File: config.mk
export PLATFORM = sky130hd
export DESIGN_NAME = supply_command_fault_handler
export DESIGN_NICKNAME = d
export VERILOG_FILES = /design/src/supply_cmd_pkg.sv /design/src/supply_command_fault_handler.sv
export SDC_FILE = /design/constraint.sdc
export NUM_CORES = 1
export LEC_CHECK = 0
export BUFFER_PORTS_ARGS = -buffer_cell sky130_fd_sc_hd__buf_2
export CAP_MARGIN = 15
export CORE_MARGIN = 8
export CORE_UTILIZATION = 45
export CTS_CLUSTER_DIAMETER = 60
export DETAILED_ROUTE_END_ITERATION = 10
export PLACE_DENSITY_LB_ADDON = 0.15
export SYNTH_ARGS = -nofsm -noshare
export SYNTH_HDL_FRONTEND = slang
export SYNTH_SLANG_ARGS = --single-unit
File: constraint.sdc
create_clock -name MCLK_I -period 2.8 [get_ports MCLK_I]
set_input_delay 0.28 -clock MCLK_I [delete_from_list [all_inputs] [get_ports MCLK_I]]
set_output_delay 0.28 -clock MCLK_I [all_outputs]
set_load 0.02 [all_outputs]
File: src/supply_cmd_pkg.sv
// package: register map, field layout, reset values and timing counts
package supply_cmd_pkg;
    // ==================================================================
    // apb register byte offsets
    localparam logic [7:0] CMD_OFF      = 8'h00; // command opcode + argument
    localparam logic [7:0] REPLY_OFF    = 8'h04; // last query answer
    localparam logic [7:0] DELAY_OFF    = 8'h08; // remaining fault_report_delay countdown in ticks
    localparam logic [7:0] ERR_OFF      = 8'h0c; // last error code
    localparam logic [7:0] FAULT_OFF    = 8'h10; // fault register
    localparam logic [7:0] ACCUM_OFF    = 8'h14; // accumulated status
    localparam logic [7:0] MODE_OFF     = 8'h18; // fold/hold/cal/mask/out
    localparam logic [7:0] CURRENT_SETPOINT_CMD_OFF     = 8'h1c; // applied current setpoint
    localparam logic [7:0] CEIL_OFF     = 8'h20; // current_soft_ceiling
    localparam logic [7:0] CAL_OFF      = 8'h24; // cal slope(hi) offset(lo)
    localparam logic [7:0] VOLTAGE_SETPOINT_CMD_OFF     = 8'h28; // applied voltage setpoint
    localparam logic [7:0] CALOUT_OFF   = 8'h2c; // cal point drive value

    // ==================================================================
    // command opcodes in CMD bits 31:24, argument in bits 15:0
    localparam logic [7:0] OP_DELAY_SET = 8'h01;
    localparam logic [7:0] OP_DELAY_Q   = 8'h02;
    localparam logic [7:0] OP_ERR_Q     = 8'h03;
    localparam logic [7:0] OP_FAULT_Q   = 8'h04;
    localparam logic [7:0] OP_FOLD_SET  = 8'h05;
    localparam logic [7:0] OP_FOLD_Q    = 8'h06;
    localparam logic [7:0] OP_HOLD_SET  = 8'h07;
    localparam logic [7:0] OP_HOLD_Q    = 8'h08;
    localparam logic [7:0] OP_ID_Q      = 8'h09;
    localparam logic [7:0] OP_CAL_COMP  = 8'h0a;
    localparam logic [7:0] OP_CAL_HI    = 8'h0b;
    localparam logic [7:0] OP_CAL_LO    = 8'h0c;
    localparam logic [7:0] OP_CEIL_SET  = 8'h0d;
    localparam logic [7:0] OP_CEIL_Q    = 8'h0e;
    localparam logic [7:0] OP_VOLTAGE_SETPOINT_CMD      = 8'h0f;
    localparam logic [7:0] OP_CURRENT_SETPOINT_CMD      = 8'h10;
    localparam logic [7:0] OP_RESTART   = 8'h11;
    localparam logic [7:0] OP_TRIGGER   = 8'h12;
    localparam logic [7:0] OP_OUT_SET   = 8'h13;
    localparam logic [7:0] OP_CAL_SET   = 8'h14;
    localparam logic [7:0] OP_ACCUM_Q   = 8'h15;
    localparam logic [7:0] OP_LINE_END  = 8'h16;

    // ==================================================================
    // condition bit positions (fault, accum and mask share them)
    localparam int CV_BIT   = 0;
    localparam int CC_BIT   = 1;
    localparam int FOLD_BIT = 2;
    localparam int ERR_BIT  = 3;
    localparam int COND_W   = 4;

    // error codes
    localparam logic [7:0] ERR_NONE     = 8'h00;
    localparam logic [7:0] ERR_BAD_OP   = 8'h01;
    localparam logic [7:0] ERR_RANGE    = 8'h02;
    localparam logic [7:0] ERR_CEILING  = 8'h03;
    localparam logic [7:0] ERR_NOT_CAL  = 8'h04;

    // ==================================================================
    // timing: one delay tick is 32 ms, delay counted in ticks
    localparam int CLK_HZ      = 40_000_000;
    localparam int TICK_MS     = 32;
    localparam int TICK_CYCLES = CLK_HZ / 1000 * TICK_MS;
    localparam logic [15:0] DELAY_MAX_TICKS = 16'h03e8; // 32 s / 32 ms
    localparam logic [15:0] DELAY_RST_TICKS = 16'h0010; // 0.5 s rounds up
    localparam logic [15:0] CEIL_RST        = 16'hffff;  // model maximum
    localparam logic [1:0]  FOLD_OFF = 2'h0;
    localparam logic [1:0]  FOLD_CV  = 2'h1;
    localparam logic [1:0]  FOLD_CC  = 2'h2;
endpackage

File: src/supply_command_fault_handler.sv
// supply command interpreter: delay, errors, fault register, foldback
//
// Added by the designer: the register offsets and register access over APB.
`timescale 1ns/100ps
// ======================================================================
module supply_command_fault_handler #(
    parameter int          TICK_CYCLES = supply_cmd_pkg::TICK_CYCLES,
    parameter logic [15:0] MODEL_NAME  = 16'h0a5a, // arbitrary value
    parameter logic [15:0] FW_VERSION  = 16'h0101, // arbitrary value
    parameter logic [15:0] CAL_LO_VAL  = 16'h0040,
    parameter logic [15:0] CAL_HI_VAL  = 16'hf000
) (
    input  wire logic        MCLK_I,
    input  wire logic        RSTN_I,
    input  wire logic        PSEL_I,
    input  wire logic        PENABLE_I,
    input  wire logic        PWRITE_I,
    input  wire logic [7:0]  PADDR_I,
    input  wire logic [31:0] PWDATA_I,
    output logic      [31:0] PRDATA_O,
    output logic             PREADY_O,
    output logic             PSLVERR_O,
    input  wire logic        CV_STATE_I,
    input  wire logic        CC_STATE_I,
    output logic             FAULT_LINE_O,
    output logic             ERR_LED_O,
    output logic             OUTPUT_EN_O
);
    // ==================================================================
    // pin synchronisers: three stages, change accepted when 2 and 3 agree
    logic [2:0] cv_sync_reg;
    logic [2:0] cc_sync_reg;
    logic       cv_reg;
    logic       cc_reg;

    always_ff @(posedge MCLK_I)
    begin
        if (!RSTN_I)
        begin
            cv_sync_reg <= 3'h0;
            cc_sync_reg <= 3'h0;
            cv_reg      <= 1'b0;
            cc_reg      <= 1'b0;
        end
        else
        begin
            cv_sync_reg <= {cv_sync_reg[1:0], CV_STATE_I};
            cc_sync_reg <= {cc_sync_reg[1:0], CC_STATE_I};
            if (cv_sync_reg[1] == cv_sync_reg[2])
                cv_reg <= cv_sync_reg[2];
            if (cc_sync_reg[1] == cc_sync_reg[2])
                cc_reg <= cc_sync_reg[2];
        end
    end

    // ==================================================================
    // apb decode: zero wait states, unmapped address errors
    logic        wr_en;
    logic        rd_en;
    logic        mapped;
    logic        cmd_go;
    logic [7:0]  op;
    logic [15:0] arg;

    function automatic logic is_mapped(input logic [7:0] a);
        is_mapped = (a[1:0] == 2'h0) && (a <= supply_cmd_pkg::CALOUT_OFF);
    endfunction

    assign mapped    = is_mapped(PADDR_I);
    assign wr_en     = PSEL_I && PENABLE_I && PWRITE_I && mapped;
    assign rd_en     = PSEL_I && PENABLE_I && !PWRITE_I && mapped;
    assign PREADY_O  = 1'b1;
    assign PSLVERR_O = PSEL_I && PENABLE_I && !mapped;
    assign cmd_go    = wr_en && (PADDR_I == supply_cmd_pkg::CMD_OFF);
    assign op        = PWDATA_I[31:24];
    assign arg       = PWDATA_I[15:0];

    // ==================================================================
    // state registers
    logic [15:0] delay_set_reg;
    logic [15:0] delay_cnt_reg;
    logic [31:0] tick_cnt_reg;
    logic [7:0]  err_code_reg;
    logic [3:0]  fault_reg;
    logic [3:0]  accum_reg;
    logic [3:0]  mask_reg;     // 1 = condition allowed to report
    logic [1:0]  fold_reg;
    logic        hold_reg;
    logic        cal_reg;
    logic        out_reg;
    logic        tripped_reg;
    logic        discard_reg;
    logic        led_reg;
    logic [15:0] current_setpoint_cmd_reg;
    logic [15:0] voltage_setpoint_cmd_reg;
    logic [15:0] current_setpoint_cmd_pend_reg;
    logic [15:0] voltage_setpoint_cmd_pend_reg;
    logic [15:0] ceil_reg;
    logic [15:0] slope_reg;
    logic [15:0] offset_reg;
    logic [15:0] calout_reg;
    logic [31:0] reply_reg;

    // decoded command events
    logic cmd_ok;
    logic bad_op;
    logic range_err;
    logic ceil_err;
    logic cal_err;
    logic prog_err;
    logic delay_start;
    logic suppress;
    logic cond_cv;
    logic cond_cc;
    logic cond_fold;
    logic [3:0] fault_set;
    logic fault_q;
    logic accum_q;
    logic err_q;
    logic [15:0] eff_current_setpoint_cmd;

    // skipped commands while the rest of a bad line is discarded
    assign cmd_ok = cmd_go && !discard_reg && (op != supply_cmd_pkg::OP_LINE_END);
    assign bad_op = cmd_ok && (op == 8'h00 || op > supply_cmd_pkg::OP_ACCUM_Q);
    assign range_err = cmd_ok && (
        (op == supply_cmd_pkg::OP_DELAY_SET
            && arg > supply_cmd_pkg::DELAY_MAX_TICKS) ||
        (op == supply_cmd_pkg::OP_FOLD_SET && arg > 16'h0002));
    // ceiling compares against the pending value when hold is active
    assign eff_current_setpoint_cmd = hold_reg ? current_setpoint_cmd_pend_reg : current_setpoint_cmd_reg;
    assign ceil_err = cmd_ok && (
        (op == supply_cmd_pkg::OP_CURRENT_SETPOINT_CMD && arg > ceil_reg) ||
        (op == supply_cmd_pkg::OP_CEIL_SET && arg < eff_current_setpoint_cmd));
    assign cal_err = cmd_ok && !cal_reg && (
        op == supply_cmd_pkg::OP_CAL_COMP ||
        op == supply_cmd_pkg::OP_CAL_HI ||
        op == supply_cmd_pkg::OP_CAL_LO);
    assign prog_err = bad_op || range_err || ceil_err || cal_err;

    // delay starts on setpoint, restart, trigger or output-on
    assign delay_start = cmd_ok && !prog_err && (
        op == supply_cmd_pkg::OP_VOLTAGE_SETPOINT_CMD || op == supply_cmd_pkg::OP_CURRENT_SETPOINT_CMD ||
        op == supply_cmd_pkg::OP_RESTART || op == supply_cmd_pkg::OP_TRIGGER ||
        (op == supply_cmd_pkg::OP_OUT_SET && arg[0]));
    assign suppress  = (delay_cnt_reg != 16'h0000);
    assign cond_cv   = cv_reg && !suppress && mask_reg[supply_cmd_pkg::CV_BIT];
    assign cond_cc   = cc_reg && !suppress && mask_reg[supply_cmd_pkg::CC_BIT];
    // fold trips while in the selected regulation state once the delay has run out
    assign cond_fold = !suppress && !tripped_reg && (
        (fold_reg == supply_cmd_pkg::FOLD_CV && cv_reg) ||
        (fold_reg == supply_cmd_pkg::FOLD_CC && cc_reg));
    // fault set only for unmasked conditions
    assign fault_set = {prog_err && mask_reg[supply_cmd_pkg::ERR_BIT],
                        cond_fold && mask_reg[supply_cmd_pkg::FOLD_BIT],
                        cond_cc, cond_cv};
    assign fault_q = cmd_ok && op == supply_cmd_pkg::OP_FAULT_Q;
    assign accum_q = cmd_ok && op == supply_cmd_pkg::OP_ACCUM_Q;
    assign err_q   = cmd_ok && op == supply_cmd_pkg::OP_ERR_Q;

    // ==================================================================
    // 32 ms tick and delay down-counter
    always_ff @(posedge MCLK_I)
    begin
        if (!RSTN_I || delay_start)
            tick_cnt_reg <= 32'h0;
        else if (tick_cnt_reg == 32'(TICK_CYCLES - 1))
            tick_cnt_reg <= 32'h0;
        else
            tick_cnt_reg <= tick_cnt_reg + 32'h1;
    end

    always_ff @(posedge MCLK_I)
    begin
        if (!RSTN_I)
            delay_cnt_reg <= 16'h0000;
        else if (delay_start)
            delay_cnt_reg <= delay_set_reg;
        else if (suppress && tick_cnt_reg == 32'(TICK_CYCLES - 1))
            delay_cnt_reg <= delay_cnt_reg - 16'h0001;
    end

    // delay setting, half second after reset
    always_ff @(posedge MCLK_I)
    begin
        if (!RSTN_I)
            delay_set_reg <= supply_cmd_pkg::DELAY_RST_TICKS;
        else if (cmd_ok && !prog_err && op == supply_cmd_pkg::OP_DELAY_SET)
            delay_set_reg <= arg;
    end

    // ==================================================================
    // error code, line discard and indicator
    always_ff @(posedge MCLK_I)
    begin
        if (!RSTN_I)
        begin
            err_code_reg <= supply_cmd_pkg::ERR_NONE;
            discard_reg  <= 1'b0;
            led_reg      <= 1'b0;
        end
        else
        begin
            if (prog_err)
            begin
                led_reg <= 1'b1;
                if (bad_op)
                    err_code_reg <= supply_cmd_pkg::ERR_BAD_OP;
                else if (range_err)
                    err_code_reg <= supply_cmd_pkg::ERR_RANGE;
                else if (ceil_err)
                    err_code_reg <= supply_cmd_pkg::ERR_CEILING;
                else
                    err_code_reg <= supply_cmd_pkg::ERR_NOT_CAL;
            end
            else if (err_q)
                led_reg <= 1'b0;
            // line end ends discard; an error starts it
            if (cmd_go && op == supply_cmd_pkg::OP_LINE_END)
                discard_reg <= 1'b0;
            else if (prog_err)
                discard_reg <= 1'b1;
        end
    end

    // ==================================================================
    // fault and accumulated registers; a new set wins over a query clear
    always_ff @(posedge MCLK_I)
    begin
        if (!RSTN_I)
        begin
            fault_reg <= 4'h0;
            accum_reg <= 4'h0;
        end
        else
        begin
            fault_reg <= (fault_q ? 4'h0 : fault_reg) | fault_set;
            if (accum_q)
                accum_reg <= fault_set;
            else if (err_q)
                accum_reg <= (accum_reg & 4'h7) | fault_set;
            else
                accum_reg <= accum_reg | fault_set;
        end
    end

    // ==================================================================
    // modes, output enable and foldback trip
    always_ff @(posedge MCLK_I)
    begin
        if (!RSTN_I)
        begin
            fold_reg    <= supply_cmd_pkg::FOLD_OFF;
            hold_reg    <= 1'b0;
            cal_reg     <= 1'b0;
            out_reg     <= 1'b1;
            tripped_reg <= 1'b0;
            mask_reg    <= 4'h0;
        end
        else
        begin
            if (cmd_ok && !prog_err)
                case (op)
                    supply_cmd_pkg::OP_FOLD_SET: fold_reg <= arg[1:0];
                    supply_cmd_pkg::OP_HOLD_SET: hold_reg <= arg[0];
                    supply_cmd_pkg::OP_CAL_SET:  cal_reg  <= arg[0];
                    supply_cmd_pkg::OP_OUT_SET:  out_reg  <= arg[0];
                    default:                     ;
                endcase
            if (wr_en && PADDR_I == supply_cmd_pkg::MODE_OFF)
                mask_reg <= PWDATA_I[11:8];
            if (cond_fold)
                tripped_reg <= 1'b1;
            else if (cmd_ok && op == supply_cmd_pkg::OP_RESTART)
                tripped_reg <= 1'b0;
        end
    end

    // ==================================================================
    // setpoints, hold and trigger, ceiling and calibration
    always_ff @(posedge MCLK_I)
    begin
        if (!RSTN_I)
        begin
            current_setpoint_cmd_reg      <= 16'h0000;
            voltage_setpoint_cmd_reg      <= 16'h0000;
            current_setpoint_cmd_pend_reg <= 16'h0000;
            voltage_setpoint_cmd_pend_reg <= 16'h0000;
            ceil_reg      <= supply_cmd_pkg::CEIL_RST;
            slope_reg     <= 16'h0000;
            offset_reg    <= 16'h0000;
            calout_reg    <= 16'h0000;
        end
        else if (cmd_ok && !prog_err)
        begin
            case (op)
                supply_cmd_pkg::OP_CURRENT_SETPOINT_CMD:
                begin
                    current_setpoint_cmd_pend_reg <= arg;
                    if (!hold_reg)
                        current_setpoint_cmd_reg <= arg;
                end
                supply_cmd_pkg::OP_VOLTAGE_SETPOINT_CMD:
                begin
                    voltage_setpoint_cmd_pend_reg <= arg;
                    if (!hold_reg)
                        voltage_setpoint_cmd_reg <= arg;
                end
                supply_cmd_pkg::OP_TRIGGER:
                begin
                    current_setpoint_cmd_reg <= current_setpoint_cmd_pend_reg;
                    voltage_setpoint_cmd_reg <= voltage_setpoint_cmd_pend_reg;
                end
                supply_cmd_pkg::OP_CEIL_SET: ceil_reg <= arg;
                supply_cmd_pkg::OP_CAL_LO:   calout_reg <= CAL_LO_VAL;
                supply_cmd_pkg::OP_CAL_HI:   calout_reg <= CAL_HI_VAL;
                supply_cmd_pkg::OP_CAL_COMP:
                begin
                    // measured hi in arg, lo in bits 23:16 scaled up
                    slope_reg  <= arg - {PWDATA_I[23:16], 8'h00};
                    offset_reg <= {PWDATA_I[23:16], 8'h00};
                end
                default: ;
            endcase
        end
    end

    // ==================================================================
    // query replies and register reads
    always_ff @(posedge MCLK_I)
    begin
        if (!RSTN_I)
            reply_reg <= 32'h0;
        else if (cmd_ok && !prog_err)
            case (op)
                supply_cmd_pkg::OP_DELAY_Q: reply_reg <= {16'h0, delay_set_reg};
                supply_cmd_pkg::OP_ERR_Q:   reply_reg <= {24'h0, err_code_reg};
                supply_cmd_pkg::OP_FAULT_Q: reply_reg <= {28'h0, fault_reg};
                supply_cmd_pkg::OP_FOLD_Q:  reply_reg <= {30'h0, fold_reg};
                supply_cmd_pkg::OP_HOLD_Q:  reply_reg <= {31'h0, hold_reg};
                supply_cmd_pkg::OP_ID_Q:    reply_reg <= {MODEL_NAME, FW_VERSION};
                supply_cmd_pkg::OP_CEIL_Q:  reply_reg <= {16'h0, ceil_reg};
                supply_cmd_pkg::OP_ACCUM_Q: reply_reg <= {28'h0, accum_reg};
                default:                    ;
            endcase
    end

    // read data from a flop, zero on unmapped
    always_ff @(posedge MCLK_I)
    begin
        if (!RSTN_I)
            PRDATA_O <= 32'h0;
        else if (PSEL_I && !PENABLE_I && !PWRITE_I)
            case (PADDR_I)
                supply_cmd_pkg::REPLY_OFF:  PRDATA_O <= reply_reg;
                supply_cmd_pkg::DELAY_OFF:  PRDATA_O <= {16'h0, delay_cnt_reg};
                supply_cmd_pkg::ERR_OFF:    PRDATA_O <= {24'h0, err_code_reg};
                supply_cmd_pkg::FAULT_OFF:  PRDATA_O <= {28'h0, fault_reg};
                supply_cmd_pkg::ACCUM_OFF:  PRDATA_O <= {28'h0, accum_reg};
                supply_cmd_pkg::MODE_OFF:   PRDATA_O <= {20'h0, mask_reg,
                    discard_reg, tripped_reg, out_reg, cal_reg, hold_reg,
                    1'b0, fold_reg};
                supply_cmd_pkg::CURRENT_SETPOINT_CMD_OFF:   PRDATA_O <= {16'h0, current_setpoint_cmd_reg};
                supply_cmd_pkg::CEIL_OFF:   PRDATA_O <= {16'h0, ceil_reg};
                supply_cmd_pkg::CAL_OFF:    PRDATA_O <= {slope_reg, offset_reg};
                supply_cmd_pkg::VOLTAGE_SETPOINT_CMD_OFF:   PRDATA_O <= {16'h0, voltage_setpoint_cmd_reg};
                supply_cmd_pkg::CALOUT_OFF: PRDATA_O <= {16'h0, calout_reg};
                default:                    PRDATA_O <= 32'h0;
            endcase
    end

    assign FAULT_LINE_O = |fault_reg;
    assign ERR_LED_O    = led_reg;
    assign OUTPUT_EN_O  = out_reg && !tripped_reg;

    // ==================================================================
    // assertions
    a_fault_line_any: assert property (@(posedge MCLK_I) disable iff (!RSTN_I)
        FAULT_LINE_O == (fault_reg != 4'h0))
        else $error("fault line does not follow fault bits");
    a_fault_query_clr: assert property (@(posedge MCLK_I) disable iff (!RSTN_I)
        fault_q && fault_set == 4'h0 |=> fault_reg == 4'h0)
        else $error("fault query did not clear");
    a_suppress_cv: assert property (@(posedge MCLK_I) disable iff (!RSTN_I)
        suppress |=> !$rose(fault_reg[supply_cmd_pkg::CV_BIT])
            || !$past(suppress))
        else $error("cv fault during delay");
    a_delay_reload: assert property (@(posedge MCLK_I) disable iff (!RSTN_I)
        delay_start |=> delay_cnt_reg == $past(delay_set_reg))
        else $error("delay not reloaded");
    a_discard_line: assert property (@(posedge MCLK_I) disable iff (!RSTN_I)
        prog_err |=> discard_reg && !cmd_ok)
        else $error("line not discarded after error");
    a_trip_holds: assert property (@(posedge MCLK_I) disable iff (!RSTN_I)
        cond_fold |=> !OUTPUT_EN_O)
        else $error("output not disabled on fold");
    a_ceil_ignored: assert property (@(posedge MCLK_I) disable iff (!RSTN_I)
        ceil_err |=> $stable(ceil_reg) && $stable(current_setpoint_cmd_reg) && ERR_LED_O)
        else $error("ceiling violation not ignored");
    a_hold_defers: assert property (@(posedge MCLK_I) disable iff (!RSTN_I)
        hold_reg && cmd_ok && op == supply_cmd_pkg::OP_CURRENT_SETPOINT_CMD
            |=> $stable(current_setpoint_cmd_reg))
        else $error("setpoint applied during hold");
    a_err_accum_clr: assert property (@(posedge MCLK_I) disable iff (!RSTN_I)
        err_q && !prog_err |=> !accum_reg[supply_cmd_pkg::ERR_BIT])
        else $error("error query left accum bit");
    c_fold_trip: cover property (@(posedge MCLK_I) cond_fold);
    c_prog_err: cover property (@(posedge MCLK_I) prog_err ##1 cmd_go);
    c_trigger: cover property (@(posedge MCLK_I)
        hold_reg && cmd_ok && op == supply_cmd_pkg::OP_TRIGGER);
    c_delay_end: cover property (@(posedge MCLK_I) $fell(suppress));
endmodule

==> summary.txt <==
Status
  • Outcome: complete, no violations

Timing
  • Peak Freq: 371.4 MHz
  • Max_slew headroom: 0.4199
  • Setup TNS: 0 ns
  • Final Slew Violations: 0
  • RSZ-0062 raised after global routing: no
  • Min Tclk post-route: 2.693 ns
  • WHS: 0.02018 ns
  • Clock skew: 0.008616 ns
  • Part of the cycle the worst path needs: 0.9617
  • Final number of hold-violating endpoints: 0
  • Worst slew pin tran: 0.8701 ns
  • Final setup fails: 0

Clocking
  • Number of H-tree levels: 1
  • Root Buffer: clkbuf_16
  • CTS clk-pin slew, worst paths: 0.06 ns
  • Largest buffer count on any clock path: 3
  • CTS Buf Count: 29
  • Clk Latency, worst-skew pair: 0.54 ns
  • Clock sink count: 250
  • TritonCTS clock tree: yes

Setup path
  • Reg2reg start: hold_reg
  • Worst Path Required: 3.21 ns
  • Arr. time, crit path: 3.10 ns
  • Reg-to-Reg End: current_setpoint_cmd_reg[11]
  • Setup slack, reg-to-reg: 0.11 ns
  • CP max FO: 8
  • CP startpoint kind: flip-flop
  • Crit end category: flip-flop
  • R2r worst-path depth: 12
  • WS Path Type: reg2reg

Pwr
  • Power Dens Cells: 525.6 mW/mm²
  • Leak: 5.891 nW
  • Maximum VDD drop: 0.4555 mV

Placement
  • Final HPWL DP: 30800 µm
  • Number of I/O port buffers: 82
  • Area post-placement: 0.01359 mm²
  • GPL Wtd Cong: 0.9693
  • Placed cells: 1920

Synthesis
  • Synth cell count leaders: 250 x dfxtp_1, 206 x nand2_1, 195 x nor2_1
  • Async set or reset register ratio after synthesis: 0
  • Ys Warns: 0
  • Syn Area/Cell: 8.252 µm²
  • Number of enable flip-flop cells after synthesis: 0
  • Largest cells by area after synthesis: dfxtp_1 41%, nand2_1 6.4%, nor2_1 6.0%
  • Cell Area, Synth: 0.01213 mm²
  • Cells after Synth: 1470
  • Synthesized flop and latch total: 250
  • Sequential fraction of the synthesis area: 0.4126
  • Top FF cell, synth: dfxtp_1
  • Post-synth top area cell: dfxtp_1
  • Most common cell in the netlist: dfxtp_1
  • Share of the synthesized area in the top cell type: 0.4126
  • Syn Nets: 1558
  • Yosys cell types: 70

Floorplan
  • Die footprint: 0.03247 mm²
  • Area of the core: 0.02673 mm²
  • Initial Util: 0.4539
  • Ports: 84
  • Num rows: 60
  • Die Width: 180.2 µm
  • Die height: 180.2 µm

Routing
  • Routed vias/inst: 5.835
  • Antenna-violating nets left: 0
  • Total length of routed wires: 41560 µm
  • Vias: 11570
  • Initial detailed-routing violation count: 1141
  • DRT Pass-1 Iters: 7
  • Drc violations: 0
  • Wire per inst: 20.97 µm

Worst hold path
  • WHS Path Cells: 3
  • Worst Hold Class: in2reg
  • Hold endpoint: offset_reg[9]
  • HP Start: PWDATA_I[17]

Global routing
  • GRT overflow: 0
  • Met3 usage: 0.06089
  • GR peak layer: met2
  • Met2 Track Usage GR: 0.3841
  • Gr usage total: 0.2472
  • Via count of the first global-routing pass: 10860
  • Initial antenna violation count: 3
  • Largest net degree at the start of global routing: 82
  • Global-route wire length before repair: 64230 µm
  • Met1 usage: 0.3287

Cells and area
  • Final Instance Area: 0.01472 mm²
  • Filler instances: 2537
  • Post-Layout Cell Count: 1982
  • Finished Core Util: 0.5507
  • # nets final: 1709
  • Ratio of cells with drive above 1 in the final layout: 0.1665
  • Syn-to-layout area delta: 21.33%

Flow run
  • Max_cap viols: 0
-- layer usage --
layer / wire length [µm] / share of wire
met5: 23 / 0.00055
met4: 1428 / 0.034
met3: 3546 / 0.085
met2: 18320 / 0.44
met1: 18240 / 0.44
-- worst max-delay path, stage by stage (launching register included) --
cell       delay, ns
dfxtp_1         0.38
mux2i_1         0.23
ha_1            0.27
a21o_1          0.19
a21o_1          0.20
a2111oi_4       0.37
o311ai_2        0.18
buf_4           0.17
nand3_2         0.13
buf_6           0.17
buf_12          0.12
a21o_1          0.08
a21oi_1         0.06
-- power breakdown --
group / leakage, nW / switching [W] / internal (W)
sequential: 2.01 / 0.00000340 / 0.00356
combinational: 3.42 / 0.000287 / 0.000150
clock: 0.453 / 0.00148 / 0.00225
-- area by class of cell --
type | count | area, µm² | area share
Sequential cell | 250 | 5006 | 0.3401
Clock inverter | 8 | 122.6 | 0.008331
Timing Repair Buffer | 210 | 1529 | 0.1039
Clock buffer | 42 | 804.5 | 0.05466
Multi-Input combinational cell | 1097 | 6700 | 0.4552
Inverter | 33 | 126.4 | 0.008586
Antenna cell | 1 | 2.502 | 0.0001700
Tap cell | 341 | 426.7 | 0.02899
-- per-stage QoR --
step	setup WS (ns)	total power (W)
6_report	0.1071	0.007735
5_1_grt	0.0007090	0.007972
4_1_cts	0.06370	0.007791
3_5_place_dp	-0.2726	0.004061
3_3_place_gp	-0.2361	0.004059
2_1_floorplan	0.004639	0.003864
-- placed cells by master (no fill, tap or decap), types with 30 or more instances in the layout --
cell type  instances
inv_1             32
o21ai_0           46
nand2_1          206
a21oi_1          101
dfxtp_1          249
mux2i_1           64
a211oi_1          33
nor2_1           194
buf_4            105
and3_1            31
nand3_1           53
buf_2             83
a22oi_1           42
ha_1              40
nor3_1            30
-- timing repair --
action / 4_1_cts / 5_1_grt
hold endpoints to repair: 8 / 0
resized for setup: 7 / 11
hold buffers: 8 / 0
setup buffers: 0 / 2
pin swaps: 0 / 3
setup endpoints to repair: 37 / 29
cloned: 0 / 1
-- cell families (layout without fill, tap and decap cells) --
family                     count (synthesis)  in the layout  synth area share
and+or+nand+nor                          619            619            0.2362
muxes                                     65             65           0.05374
DFF                                      250            250            0.4126
adders and majority gates                 41             41           0.04291
xor gates and xnor gates                  51             51           0.03682
AOI/OAI and AO/OA                        320            320            0.1758
buffers and inverters                    123            293           0.04167
other                                      1              2         0.0003091
-- how the worst max path moves through the flow --
| stage | slack [ns] | to | from | depth (start not counted) |
|---|---|---|---|---|
| 2_1_floorplan | 0.005 | delay_cnt_reg[10] | tick_cnt_reg[0] | 9 |
| 5_1_grt | 0.0007 | ceil_reg[2] | hold_reg | 10 |
| 3_3_place_gp | -0.24 | current_setpoint_cmd_reg[9] | hold_reg | 11 |
| 4_1_cts | 0.06 | current_setpoint_cmd_reg[9] | hold_reg | 11 |
| 3_5_place_dp | -0.27 | current_setpoint_cmd_reg[8] | hold_reg | 11 |
| 6_report | 0.11 | current_setpoint_cmd_reg[11] | hold_reg | 12 |
No activity file was read; power rests on OpenSTA's default activity.
